==> src/dsbio_pkg.sv <==
// Constants and types shared by the dual six-bit pin group block.
// Assumes a core that issues one register request per instruction cycle.
// Function
// - Port reads return the pin levels, never the output latches.
// - Any reset sets every direction bit, so all pins become inputs.
// - Group B holds six bits; bits 7 and 6 read as zero.
// - Group C holds six bits; its upper two bits read as zero.
// - Group B bit 3 is input only; its driver never turns on.
// - Configuration may give pins to alternate functions; such pins read zero.
// - Group B bits 0,1,3,4 share one pull-up and one wake enable.
// - With external reset input selected, group B bit 3 loses pull-up and wake.
// - Direction registers are write-only, loaded only by the direction-load request.
// - Direction 1 leaves the pin floating; 0 drives it from its latch.
// - Timer settings in the option register may override group C bit 5 direction.
// - Output latches hold until rewritten; inputs are sampled, not latched.
// - Every pin has its own direction bit; group B bit 3's gates only its pull-up and wake.
// - Status bit 7 is set by a wake-up reset, cleared by others.
// - Bit set and clear read the whole port from pins and rewrite all latches.
// - Port writes land at cycle end; port reads sample at cycle start.
// - Option bits 7 and 6 are active-low enables, reset to one.
// - A pin set as output has no pull-up and no wake-up.
// - Timer clock source select at one makes group C bit 5 the timer input.
package dsbio_pkg;
    localparam int          DATA_W           = 8;
    localparam int          PORT_W           = 6;
    localparam logic [4:0]  ADDR_STATUS      = 5'h03;
    localparam logic [4:0]  ADDR_GRP_B       = 5'h06;
    localparam logic [4:0]  ADDR_GRP_C       = 5'h07;
    localparam logic [5:0]  DIR_RST          = 6'h3f;
    localparam logic [7:0]  OPT_RST          = 8'hff;
    localparam logic [5:0]  LATCH_RST        = 6'h00;
    localparam int          OPT_WAKE_DIS_BIT = 7;
    localparam int          OPT_PULL_DIS_BIT = 6;
    localparam int          OPT_TMR_SRC_BIT  = 5;
    localparam int          STAT_WAKE_BIT    = 7;
    localparam int          GRP_C_TMR_PIN    = 5;
    localparam logic [5:0]  GRP_B_SHARED     = 6'h1b;
    localparam logic [5:0]  GRP_B_RO         = 6'h08;
    localparam logic [5:0]  GRP_C_RO         = 6'h00;
    localparam logic [5:0]  GRP_C_TMR_MASK   = 6'h20;

    typedef enum logic [1:0] {
        PH_Q1 = 2'b00,
        PH_Q2 = 2'b01,
        PH_Q3 = 2'b11,
        PH_Q4 = 2'b10
    } dsbio_phase_t;

    typedef enum logic [2:0] {
        OP_NONE  = 3'h0,
        OP_READ  = 3'h1,
        OP_WRITE = 3'h2,
        OP_BITOP = 3'h3,
        OP_DIRLD = 3'h4,
        OP_OPTLD = 3'h5
    } dsbio_op_t;
endpackage

==> src/dsbio_grp_if.sv <==
// Carrier between the top and one six-bit pin group.
// Assumes the top drives control fields and the group returns pin views.
`timescale 1ns/1ps
`default_nettype none
interface dsbio_grp_if;
    logic [5:0] dir;
    logic [5:0] latch;
    logic [5:0] pin_in;
    logic [5:0] ro_mask;
    logic [5:0] alt_mask;
    logic [5:0] force_hiz;
    logic [5:0] oe;
    logic [5:0] out;
    logic [5:0] rd;
    modport owner (output dir, latch, pin_in, ro_mask, alt_mask, force_hiz,
                   input oe, out, rd);
    modport grp (input dir, latch, pin_in, ro_mask, alt_mask, force_hiz,
                 output oe, out, rd);
endinterface
`default_nettype wire

==> src/dsbio_pin_group.sv <==
// Per-pin driver and read view of one six-bit group.
// Assumes the top registers every result before it reaches a pin.
`timescale 1ns/1ps
`default_nettype none
module dsbio_pin_group (
    dsbio_grp_if.grp g
);
    genvar i;
    generate
        for (i = 0; i < 6; i++) begin : g_bit
            // Input-only, overridden and alternate pins never drive
            assign g.oe[i]  = ~g.dir[i] & ~g.ro_mask[i] & ~g.force_hiz[i]
                              & ~g.alt_mask[i];
            assign g.out[i] = g.latch[i];
            // Pins read from the pad, not the latch
            assign g.rd[i]  = g.alt_mask[i] ? 1'b0 : g.pin_in[i];
        end
    endgenerate
endmodule
`default_nettype wire

==> src/dsbio_top.sv <==
// Dual six-bit pin group block with direction, option and status wake flag.
// Assumes a core request held over the first clock of each instruction
// cycle, marked by cyc_start; pins are synchronous to clk_sys.
`timescale 1ns/1ps
`default_nettype none
module dsbio_top (
    // Clock and reset
    input  wire logic                    clk_sys,
    input  wire logic                    rst_n,
    // Core register requests
    input  wire logic [4:0]              reg_addr,
    input  wire logic                    reg_rd_en,
    input  wire logic                    reg_wr_en,
    input  wire logic [dsbio_pkg::DATA_W-1:0] reg_wr_data,
    input  wire logic                    bit_op_en,
    input  wire logic                    bit_op_set,
    input  wire logic [2:0]              bit_op_idx,
    input  wire logic                    direction_load,
    input  wire logic                    option_load,
    output logic [dsbio_pkg::DATA_W-1:0] reg_rd_data,
    output logic                         reg_rd_hit,
    output logic                         cyc_start,
    // Sleep and reset cause
    input  wire logic                    sleep_in,
    input  wire logic                    wake_cause_in,
    output logic                         wake_reset_req,
    // Configuration word
    input  wire logic [5:0]              cfg_alt_b,
    input  wire logic [5:0]              cfg_alt_c,
    input  wire logic                    cfg_ext_reset_en,
    // Group B pins
    input  wire logic [5:0]              pin_b_in,
    output logic [5:0]                   pin_b_out,
    output logic [5:0]                   pin_b_oe,
    output logic [5:0]                   pin_b_pullup_en,
    // Group C pins
    input  wire logic [5:0]              pin_c_in,
    output logic [5:0]                   pin_c_out,
    output logic [5:0]                   pin_c_oe,
    // Timer side
    output logic                         timer_external_clock_pin,
    output logic [5:0]                   timer_opt
);
    import dsbio_pkg::*;

    dsbio_phase_t      ph_r;
    dsbio_phase_t      ph_nxt;
    dsbio_op_t         op_r;
    dsbio_op_t         op_nxt;
    logic [4:0]        addr_r;
    logic [7:0]        data_r;
    logic [2:0]        bit_idx_r;
    logic              bit_set_r;
    logic [7:0]        snap_b_r;
    logic [7:0]        snap_c_r;
    logic [7:0]        rmw_val;
    logic [7:0]        wr_val;
    logic [5:0]        latch_b_r;
    logic [5:0]        latch_c_r;
    logic [5:0]        dir_b_r;
    logic [5:0]        dir_c_r;
    logic [7:0]        opt_r;
    logic [7:0]        rd_nxt;
    logic              rd_hit_nxt;
    logic [7:0]        rd_data_r;
    logic              rd_hit_r;
    logic              cyc_start_r;
    logic              wake_flag_r;
    logic              cause_done_r;
    logic [5:0]        last_b_r;
    logic [5:0]        watch_b;
    logic [5:0]        pull_b;
    logic              wake_req_r;
    logic [5:0]        b_out_r;
    logic [5:0]        b_oe_r;
    logic [5:0]        b_pull_r;
    logic [5:0]        c_out_r;
    logic [5:0]        c_oe_r;
    logic              tmr_pin_r;
    logic [5:0]        tmr_opt_r;
    logic              at_q1;
    logic              at_q4;
    logic [5:0]        ext_rst_mask;

    dsbio_grp_if gb ();
    dsbio_grp_if gc ();

    assign at_q1 = (ph_r == PH_Q1);
    assign at_q4 = (ph_r == PH_Q4);

    // Pin 3 of group B is taken by the external reset input when selected
    assign ext_rst_mask = cfg_ext_reset_en ? GRP_B_RO : 6'h00;

    assign gb.dir       = dir_b_r;
    assign gb.latch     = latch_b_r;
    assign gb.pin_in    = pin_b_in;
    assign gb.ro_mask   = GRP_B_RO;
    assign gb.alt_mask  = cfg_alt_b | ext_rst_mask;
    assign gb.force_hiz = 6'h00;

    assign gc.dir       = dir_c_r;
    assign gc.latch     = latch_c_r;
    assign gc.pin_in    = pin_c_in;
    assign gc.ro_mask   = GRP_C_RO;
    assign gc.alt_mask  = cfg_alt_c;
    assign gc.force_hiz = opt_r[OPT_TMR_SRC_BIT] ? GRP_C_TMR_MASK : 6'h00;

    dsbio_pin_group u_grp_b (
        .g (gb.grp)
    );

    dsbio_pin_group u_grp_c (
        .g (gc.grp)
    );

    // Four-phase instruction cycle
    // Reset parks on Q1, so the first edge after release takes a request
    always_comb begin
        case (ph_r)
            PH_Q1:   ph_nxt = PH_Q2;
            PH_Q2:   ph_nxt = PH_Q3;
            PH_Q3:   ph_nxt = PH_Q4;
            PH_Q4:   ph_nxt = PH_Q1;
            default: ph_nxt = PH_Q1;
        endcase
    end

    always_ff @(posedge clk_sys or negedge rst_n) begin
        if (!rst_n) begin
            ph_r <= PH_Q1;
        end else begin
            ph_r <= ph_nxt;
        end
    end

    always_ff @(posedge clk_sys or negedge rst_n) begin
        if (!rst_n) begin
            cyc_start_r <= 1'b0;
        end else begin
            cyc_start_r <= (ph_nxt == PH_Q1);
        end
    end

    // One request per cycle; loads beat bit ops, bit ops beat plain accesses
    always_comb begin
        if (direction_load) begin
            op_nxt = OP_DIRLD;
        end else if (option_load) begin
            op_nxt = OP_OPTLD;
        end else if (bit_op_en) begin
            op_nxt = OP_BITOP;
        end else if (reg_wr_en) begin
            op_nxt = OP_WRITE;
        end else if (reg_rd_en) begin
            op_nxt = OP_READ;
        end else begin
            op_nxt = OP_NONE;
        end
    end

    // Request fields captured once; later edges of the cycle ignore the bus
    always_ff @(posedge clk_sys or negedge rst_n) begin
        if (!rst_n) begin
            op_r      <= OP_NONE;
            addr_r    <= 5'h00;
            data_r    <= 8'h00;
            bit_idx_r <= 3'h0;
            bit_set_r <= 1'b0;
        end else if (at_q1) begin
            op_r      <= op_nxt;
            addr_r    <= reg_addr;
            data_r    <= reg_wr_data;
            bit_idx_r <= bit_op_idx;
            bit_set_r <= bit_op_set;
        end else if (at_q4) begin
            op_r      <= OP_NONE;
        end
    end

    // Pin levels taken at the start of the cycle
    always_ff @(posedge clk_sys or negedge rst_n) begin
        if (!rst_n) begin
            snap_b_r <= 8'h00;
            snap_c_r <= 8'h00;
        end else if (at_q1) begin
            snap_b_r <= {2'b00, gb.rd};
            snap_c_r <= {2'b00, gc.rd};
        end
    end

    // Read-modify-write works on the pin snapshot, so inputs leak into latches
    always_comb begin
        rmw_val = (addr_r == ADDR_GRP_C) ? snap_c_r : snap_b_r;
        rmw_val[bit_idx_r] = bit_set_r;
        wr_val = (op_r == OP_BITOP) ? rmw_val : data_r;
    end

    // Latches change only at the end of a writing cycle
    // Writes to the status address fall through and change nothing
    always_ff @(posedge clk_sys or negedge rst_n) begin
        if (!rst_n) begin
            latch_b_r <= LATCH_RST;
            latch_c_r <= LATCH_RST;
        end else if (at_q4 && (op_r == OP_WRITE || op_r == OP_BITOP)) begin
            if (addr_r == ADDR_GRP_B) begin
                latch_b_r <= wr_val[5:0];
            end
            if (addr_r == ADDR_GRP_C) begin
                latch_c_r <= wr_val[5:0];
            end
        end
    end

    // No read path exists, so software must keep its own copy
    always_ff @(posedge clk_sys or negedge rst_n) begin
        if (!rst_n) begin
            dir_b_r <= DIR_RST;
            dir_c_r <= DIR_RST;
        end else if (at_q4 && op_r == OP_DIRLD) begin
            if (addr_r == ADDR_GRP_B) begin
                dir_b_r <= data_r[5:0];
            end
            if (addr_r == ADDR_GRP_C) begin
                dir_c_r <= data_r[5:0];
            end
        end
    end

    always_ff @(posedge clk_sys or negedge rst_n) begin
        if (!rst_n) begin
            opt_r <= OPT_RST;
        end else if (at_q4 && op_r == OP_OPTLD) begin
            opt_r <= data_r;
        end
    end

    // Read answer; direction and option registers have no read path
    always_comb begin
        rd_nxt     = 8'h00;
        rd_hit_nxt = 1'b1;
        case (reg_addr)
            ADDR_GRP_B:  rd_nxt = {2'b00, gb.rd};
            ADDR_GRP_C:  rd_nxt = {2'b00, gc.rd};
            ADDR_STATUS: rd_nxt[STAT_WAKE_BIT] = wake_flag_r;
            default:     rd_hit_nxt = 1'b0;
        endcase
    end

    // Answer stands until the next request edge, so a slow core still sees it
    always_ff @(posedge clk_sys or negedge rst_n) begin
        if (!rst_n) begin
            rd_data_r <= 8'h00;
            rd_hit_r  <= 1'b0;
        end else if (at_q1) begin
            if (op_nxt == OP_READ || op_nxt == OP_BITOP) begin
                rd_data_r <= rd_nxt;
                rd_hit_r  <= rd_hit_nxt;
            end else begin
                rd_data_r <= 8'h00;
                rd_hit_r  <= 1'b0;
            end
        end
    end

    // Reset cause is caught once after release; async reset only clears it
    always_ff @(posedge clk_sys or negedge rst_n) begin
        if (!rst_n) begin
            wake_flag_r  <= 1'b0;
            cause_done_r <= 1'b0;
        end else if (!cause_done_r) begin
            wake_flag_r  <= wake_cause_in;
            cause_done_r <= 1'b1;
        end
    end

    // Shared enables gated per pin by direction and reset-pin use
    always_comb begin
        watch_b = GRP_B_SHARED & dir_b_r & ~cfg_alt_b & ~ext_rst_mask;
        pull_b  = opt_r[OPT_PULL_DIS_BIT] ? 6'h00 : watch_b;
    end

    // Reference for change detection is the value last read from group B
    always_ff @(posedge clk_sys or negedge rst_n) begin
        if (!rst_n) begin
            last_b_r <= 6'h00;
        end else if (at_q1 && reg_addr == ADDR_GRP_B
                     && (op_nxt == OP_READ || op_nxt == OP_BITOP)) begin
            last_b_r <= gb.rd;
        end
    end

    // Request stays up until the system resets the block
    always_ff @(posedge clk_sys or negedge rst_n) begin
        if (!rst_n) begin
            wake_req_r <= 1'b0;
        end else if (sleep_in && !opt_r[OPT_WAKE_DIS_BIT]
                     && ((pin_b_in & watch_b) != (last_b_r & watch_b))) begin
            wake_req_r <= 1'b1;
        end
    end

    // Pins see only registered values
    // Costs a cycle of latency, but no pin glitches while requests decode
    always_ff @(posedge clk_sys or negedge rst_n) begin
        if (!rst_n) begin
            b_out_r  <= 6'h00;
            b_oe_r   <= 6'h00;
            b_pull_r <= 6'h00;
            c_out_r  <= 6'h00;
            c_oe_r   <= 6'h00;
        end else begin
            b_out_r  <= gb.out;
            b_oe_r   <= gb.oe;
            b_pull_r <= pull_b;
            c_out_r  <= gc.out;
            c_oe_r   <= gc.oe;
        end
    end

    // Timer input gated off while unused, so a floating pin sends no edges
    always_ff @(posedge clk_sys or negedge rst_n) begin
        if (!rst_n) begin
            tmr_pin_r <= 1'b0;
            tmr_opt_r <= OPT_RST[5:0];
        end else begin
            tmr_pin_r <= opt_r[OPT_TMR_SRC_BIT] & pin_c_in[GRP_C_TMR_PIN];
            tmr_opt_r <= opt_r[5:0];
        end
    end

    assign reg_rd_data              = rd_data_r;
    assign reg_rd_hit               = rd_hit_r;
    assign cyc_start                = cyc_start_r;
    assign wake_reset_req           = wake_req_r;
    assign pin_b_out                = b_out_r;
    assign pin_b_oe                 = b_oe_r;
    assign pin_b_pullup_en          = b_pull_r;
    assign pin_c_out                = c_out_r;
    assign pin_c_oe                 = c_oe_r;
    assign timer_external_clock_pin = tmr_pin_r;
    assign timer_opt                = tmr_opt_r;
endmodule
`default_nettype wire

==> config.mk <==
export PLATFORM = sky130hd
export DESIGN_NAME = dsbio_top
export DESIGN_NICKNAME = d
export VERILOG_FILES = /design/src/dsbio_pkg.sv /design/src/dsbio_grp_if.sv /design/src/dsbio_pin_group.sv /design/src/dsbio_top.sv
export SDC_FILE = /design/constraint.sdc
export NUM_CORES = 1
export LEC_CHECK = 0
export BUFFER_PORTS_ARGS = -buffer_cell sky130_fd_sc_hd__buf_2
export CORE_ASPECT_RATIO = 0.8
export CORE_MARGIN = 2
export CORE_UTILIZATION = 30
export CTS_CLUSTER_DIAMETER = 120
export DETAILED_ROUTE_END_ITERATION = 6
export GPL_ROUTABILITY_DRIVEN = 1
export GPL_TIMING_DRIVEN = 0
export HOLD_SLACK_MARGIN = 0.15
export PLACE_DENSITY = 0.55
export SYNTH_ARGS = -nofsm -noshare
export SYNTH_HDL_FRONTEND = slang
export SYNTH_SLANG_ARGS = --single-unit
==> constraint.sdc <==
create_clock -name clk_sys -period 1.75 [get_ports clk_sys]
set_input_delay 0.35 -clock clk_sys [delete_from_list [all_inputs] [get_ports clk_sys]]
set_output_delay 0.35 -clock clk_sys [all_outputs]
set_load 0.02 [all_outputs]
==> results of run 1 <==
## per-layer routing
metal | track usage [%] | up-vias | part of all wire, %
li1 | - | 1521 | -
met1 | 20.8 | 1616 | 48
met2 | 22.2 | 86 | 45
met3 | 4.79 | 10 | 5.4
met4 | 5.68 | 0 | 1.4
met5 | 0 | - | 0
## through the flow
| stage | cells | power (mW) |
|---|---|---|
| 2_1_floorplan | 357 | 3.29 |
| 3_3_place_gp | 640 | 3.53 |
| 3_5_place_dp | 641 | 3.55 |
| 4_1_cts | 696 | 7.27 |
| 5_1_grt | 697 | 7.46 |
| 6_report | 697 | 7.21 |
## repair_timing
item,4_1_cts,5_1_grt
hold buffers,12,0
setup buffers,12,3
pin swaps,15,7
gates resized for setup,49,10
setup endpoints to repair,58,56
endpoints found under the hold margin,69,0
## cell type report
| type | instances | area [um2] |
|---|---|---|
| Buffer | 14 | 104 |
| Multi-Input combinational cell | 216 | 1760 |
| Fill cell | 1399 | 8550 |
| Clock buffer | 19 | 443 |
| Tap cell | 189 | 236 |
| Timing Repair Buffer | 122 | 769 |
| Clock inverter | 13 | 183 |
| Sequential cell | 116 | 2940 |
| Inverter | 8 | 30.0 |
## power breakdown
group | switching, mW | total [mW] | internal, mW
registers | 0.101 | 3.00 | 2.90
logic | 0.300 | 0.546 | 0.246
clock network | 1.24 | 3.66 | 2.41
total | 1.65 | 7.21 | 5.56
## layout by cell type, fill, tap and decap left out, types with 3 or more instances in the layout
| cell | Yosys | final |
|---|---|---|
| a21oi_1 | 4 | 3 |
| clkinv_2 | 0 | 3 |
| o31ai_1 | 12 | 9 |
| clkbuf_16 | 0 | 17 |
| conb_1 | 2 | 5 |
| a21o_1 | 3 | 3 |
| buf_2 | 3 | 94 |
| mux2_4 | 2 | 15 |
| or3_1 | 5 | 4 |
| nand2b_1 | 15 | 13 |
| clkbuf_1 | 5 | 4 |
| dlygate4sd3_1 | 1 | 13 |
| a22oi_2 | 0 | 3 |
| buf_6 | 2 | 5 |
| o221a_2 | 3 | 3 |
| dfrtp_1 | 90 | 89 |
| dfstp_2 | 26 | 26 |
| mux2_2 | 42 | 29 |
| buf_4 | 4 | 16 |
| o21ai_1 | 0 | 6 |
| clkinvlp_4 | 0 | 4 |
| nor2b_1 | 4 | 3 |
| nand2_1 | 34 | 33 |
| o31ai_2 | 0 | 3 |
| nor2_1 | 24 | 24 |
| o21ai_0 | 18 | 11 |
| bufinv_16 | 0 | 4 |
| o32ai_1 | 3 | 3 |
| inv_1 | 8 | 8 |
| xnor2_1 | 4 | 4 |
## kinds of logic (layout without fill, tap and decap cells)
kind of cell	count (synthesis)	in the layout	synth area share, %
xor gates and xnor gates	4	4	0.760
and+or+nand+nor	104	104	12.1
buffers and inverters	25	176	2.91
muxes	44	44	10.9
DFF	116	116	63.7
other	2	5	0.163
AOI/OAI and AO/OA	59	59	9.45
## worst paths after layout
kind	startpoint	endpoint	slack (ps)	depth (start not counted)
min reg2reg	opt_r[2]	timer_opt[2]	360	0
min	reg_wr_data[2]	data_r[2]	170	2
max	ph_r[0]	last_b_r[1]	-50	4
min in group asynchronous	rst_n	pin_b_out[5]	610	2
max in group asynchronous	rst_n	dir_c_r[0]	360	3
max reg2reg	ph_r[0]	last_b_r[1]	-50	4
==> qor.txt, run 1 <==
Share of post-route cells with drive strength above 1 -> 50.4%
Yosys cell types -> 52
Synth area leader -> dfrtp_1
Row count -> 40
Flops & latches, synth -> 116
Leakage -> 3.00 nW
Pre-CTS setup slack -> -296 ps
Max incr delay on CP -> 550 ps
F_max -> 554 MHz
Root Driver -> clkbuf_16
Cell class contributing the biggest share of worst-path delay -> simple AND/OR/NAND/NOR gates
Crit path cell chain -> or4_4, a2111oi_4, buf_6, mux2_4
Worst setup EP type -> flip-flop
Crit path arrival time -> 2100 ps
Post-layout min period -> 1800 ps
Area Growth Syn to Fin -> 40.3%
Final HPWL DP -> 8.17 mm
Maxcap violations -> 0
Worst slew margin -> 41.7%
Fin crit share -> 103%
Core Area -> 15000 um2
Most common cell in the synthesized netlist -> dfrtp_1
Post-synth top cells -> 90 x dfrtp_1, 42 x mux2_2, 34 x nand2_1
Finished Cell Area -> 6460 um2
Unrepaired setup endpoints after global routing -> true
Final net count -> 546
DRC -> 0
Htree depth -> 4
# IOs -> 99
Status -> finished, violations left
CP Buf/Inv Count -> 1
Top FF cell, synth -> dfrtp_1
Gr ovfl total -> 0
Pwr/cell area -> 1120 nW/um2
Clock Skew -> 8.07 ps
Initial Utilization -> 30.7%
CP Class -> flip-flop to flip-flop
CTS Buf Count -> 17
Worst hold slack -> 170 ps
Die Area -> 16400 um2
Vias in the first global route -> 3307
TritonRoute pass-1 iters -> 4
First-pass GRT wire length -> 18.3 mm
Critical Path Fanout Max -> 5
Seq/Total Area, Yosys -> 63.7%
Setup TNS -> -153 ps
Die Height -> 115 um
Buffers from clock root to sink, at most -> 2
Clock slew at reported path FFs -> 60 ps
Largest net degree at the start of global routing -> 70
Synth area leaders -> dfrtp_1 49%, dfstp_2 15%, mux2_2 10%
Failing checks -> negative setup slack
Setup violators final -> 6
Worst hold path class -> input port to flip-flop
Final worst slack -> -53.8 ps
Port buffer count -> 94
Initial antenna violation count -> 0
Slowest CP cell -> or4_4
Routed WL per cell -> 16.9 um
Final core area utilization -> 43.0%
Syn Area/Cell -> 13.0 um2
Worst Path Required -> 2050 ps
Routability congestion estimate -> 0.828
Synth Cell Area -> 4610 um2
Sink Count -> 116
Drt total wl -> 11.8 mm
Antenna-violating nets left -> 0
Vias -> 3233
Starting DRC count in detailed routing -> 137
Yosys top cell area share -> 48.9%
VDD IR max -> 0.000629 V
Synthesized netlist cell count -> 354
Via density -> 4.64
Slew Viols, Final -> 0
Antenna cells -> 0
Clk_lat worst skew -> 410 ps
Die X -> 143 um
Synth Warn # -> 0
Asr flop ratio synth -> 100%
Crit start category -> flip-flop
EDFF count, synth -> 0
Total global-route track usage -> 15.0%
Worst-margin pin slew -> 874 ps
CTS tree -> done
Placed cell areas -> 5360 um2
Final hold vios -> 0
No activity file was read; power rests on OpenSTA's default activity.
==> run 2, diff against run 1 <==
Settings changed: RECOVER_POWER from default to 100.
==> qor.txt, run 2 (synthesized netlist as in run 1, its figures left out) <==
Final HPWL DP -> 8.17 mm
# IOs -> 99
Port buffer count -> 94
Finished Cell Area -> 6370 um2
Leakage -> 2.80 nW
Pre-CTS setup slack -> -296 ps
CTS tree -> done
Overall power -> 7.18 mW
Crit path arrival time -> 2100 ps
TritonRoute pass-1 iters -> 4
Worst-margin pin slew -> 922 ps
Die Height -> 115 um
Starting DRC count in detailed routing -> 139
Slew Viols, Final -> 0
Initial Utilization -> 30.7%
Vias in the first global route -> 3307
Worst slew margin -> 38.5%
Final net count -> 546
VDD IR max -> 0.000632 V
Row count -> 40
First-pass GRT wire length -> 18.3 mm
Root Driver -> clkbuf_16
Setup violators final -> 6
Worst Hold Depth -> 2
Drt total wl -> 11.8 mm
Most frequent cells in the layout -> 89 x dfrtp_1, 57 x clkbuf_1, 42 x buf_2, 33 x nand2_1, 29 x mux2_2
Antenna cells -> 0
Final worst slack -> -56.4 ps
Area Growth Syn to Fin -> 38.3%
Met3 WL -> 630 um
Buffers from clock root to sink, at most -> 2
Gr ovfl total -> 0
Worst Path Required -> 2050 ps
Setup TNS -> -165 ps
Via density -> 4.61
Met2 wire length -> 5.45 mm
Routed WL per cell -> 16.9 um
R2R Path Start -> ph_r[0]
Hold Crit Endpoint -> data_r[2]
DR top layer -> met4
R2R Path End -> last_b_r[1]
Final core area utilization -> 42.4%
Fin cells -> 697
Total global-route track usage -> 15.0%
Worst Min Path Start -> reg_wr_data[2]
Antenna-violating nets left -> 0
Maxcap violations -> 0
Status -> finished, violations left
Critical Path Fanout Max -> 5
Sink Count -> 116
CTS Buf Count -> 17
Die X -> 143 um
Crit start category -> flip-flop
Worst reg2reg path depth -> 4
Initial antenna violation count -> 0
Wl on met1 -> 5.62 mm
Failing checks -> negative setup slack
Die Area -> 16400 um2
Fin crit share -> 103%
Layout fillers -> 1428
Worst setup EP type -> flip-flop
Pwr/cell area -> 1130 nW/um2
Core Area -> 15000 um2
Share of post-route cells with drive strength above 1 -> 39.6%
Clock Skew -> 12.7 ps
Clk_lat worst skew -> 410 ps
Dpl cells -> 641
Routability congestion estimate -> 0.828
CP Class -> flip-flop to flip-flop
Vias -> 3215
Clock slew at reported path FFs -> 60 ps
Htree depth -> 4
DRC -> 0
Largest net degree at the start of global routing -> 70
Worst hold path class -> input port to flip-flop
Post-layout min period -> 1810 ps
Most common cell after layout, fill and taps aside -> dfrtp_1
F_max -> 554 MHz
Placed cell areas -> 5360 um2
R2R setup slack -> -60 ps
Final hold vios -> 0
Worst hold slack -> 165 ps
Unrepaired setup endpoints after global routing -> true
[run 2: cell types whose count changed in the layout (fill, tap and decap cells not counted), sizes merged]
cell	before	now
buf	119	60
clkbuf	23	82
[run 2: layout make-up]
type	instances	area, um2	share of cell area, %
sequential	116	2940	46.1
clock buffer	19	443	6.95
timing repair buffer	122	682	10.7
buffer	14	100	1.57
tap	189	236	3.71
multi-input combinational	216	1760	27.6
clock inverter	13	183	2.87
inverter	8	30.0	0.471
[run 2: repair_timing]
| item | in CTS | in global routing |
|---|---|---|
| buffers inserted | 12 | 3 |
| pin swaps | 15 | 7 |
| endpoints found under the hold margin | 69 | 0 |
| hold buffers | 12 | 0 |
| gates resized for setup | 49 | 10 |
| endpoints found under the setup margin | 58 | 56 |
[run 2: worst max path at each step]
stage | from | slack [ps] | cells past startpoint | to
3_3_place_gp | rst_n | -1020 | 1 | cyc_start
4_1_cts | ph_r[0] | -170 | 5 | last_b_r[1]
5_1_grt | ph_r[0] | -120 | 4 | last_b_r[1]
6_report | ph_r[0] | -60 | 4 | last_b_r[1]
2_1_floorplan | ph_r[0] | -50 | 5 | last_b_r[1]
3_5_place_dp | reg_addr[3] | -300 | 5 | last_b_r[4]
[run 2: layer usage]
metal / GRT usage [%] / vias up
li1: - / 1520
met1: 20.8 / 1608
met2: 22.2 / 79
met3: 4.79 / 8
met4: 5.68 / 0
met5: 0 / -
[run 2: power by group]
part / total, mW / leakage, nW / internal [mW] / switching [mW]
combinational: 0.521 / 1.08 / 0.221 / 0.300
clock: 3.66 / 0.295 / 2.41 / 1.25
sequential: 3.00 / 1.43 / 2.90 / 0.102
[run 2: critical path, stage by stage, from the launching register on]
cell and delay (ps):
dfrtp_1 380, or4_4 560, a2111oi_4 250, buf_6 200, mux2_4 300
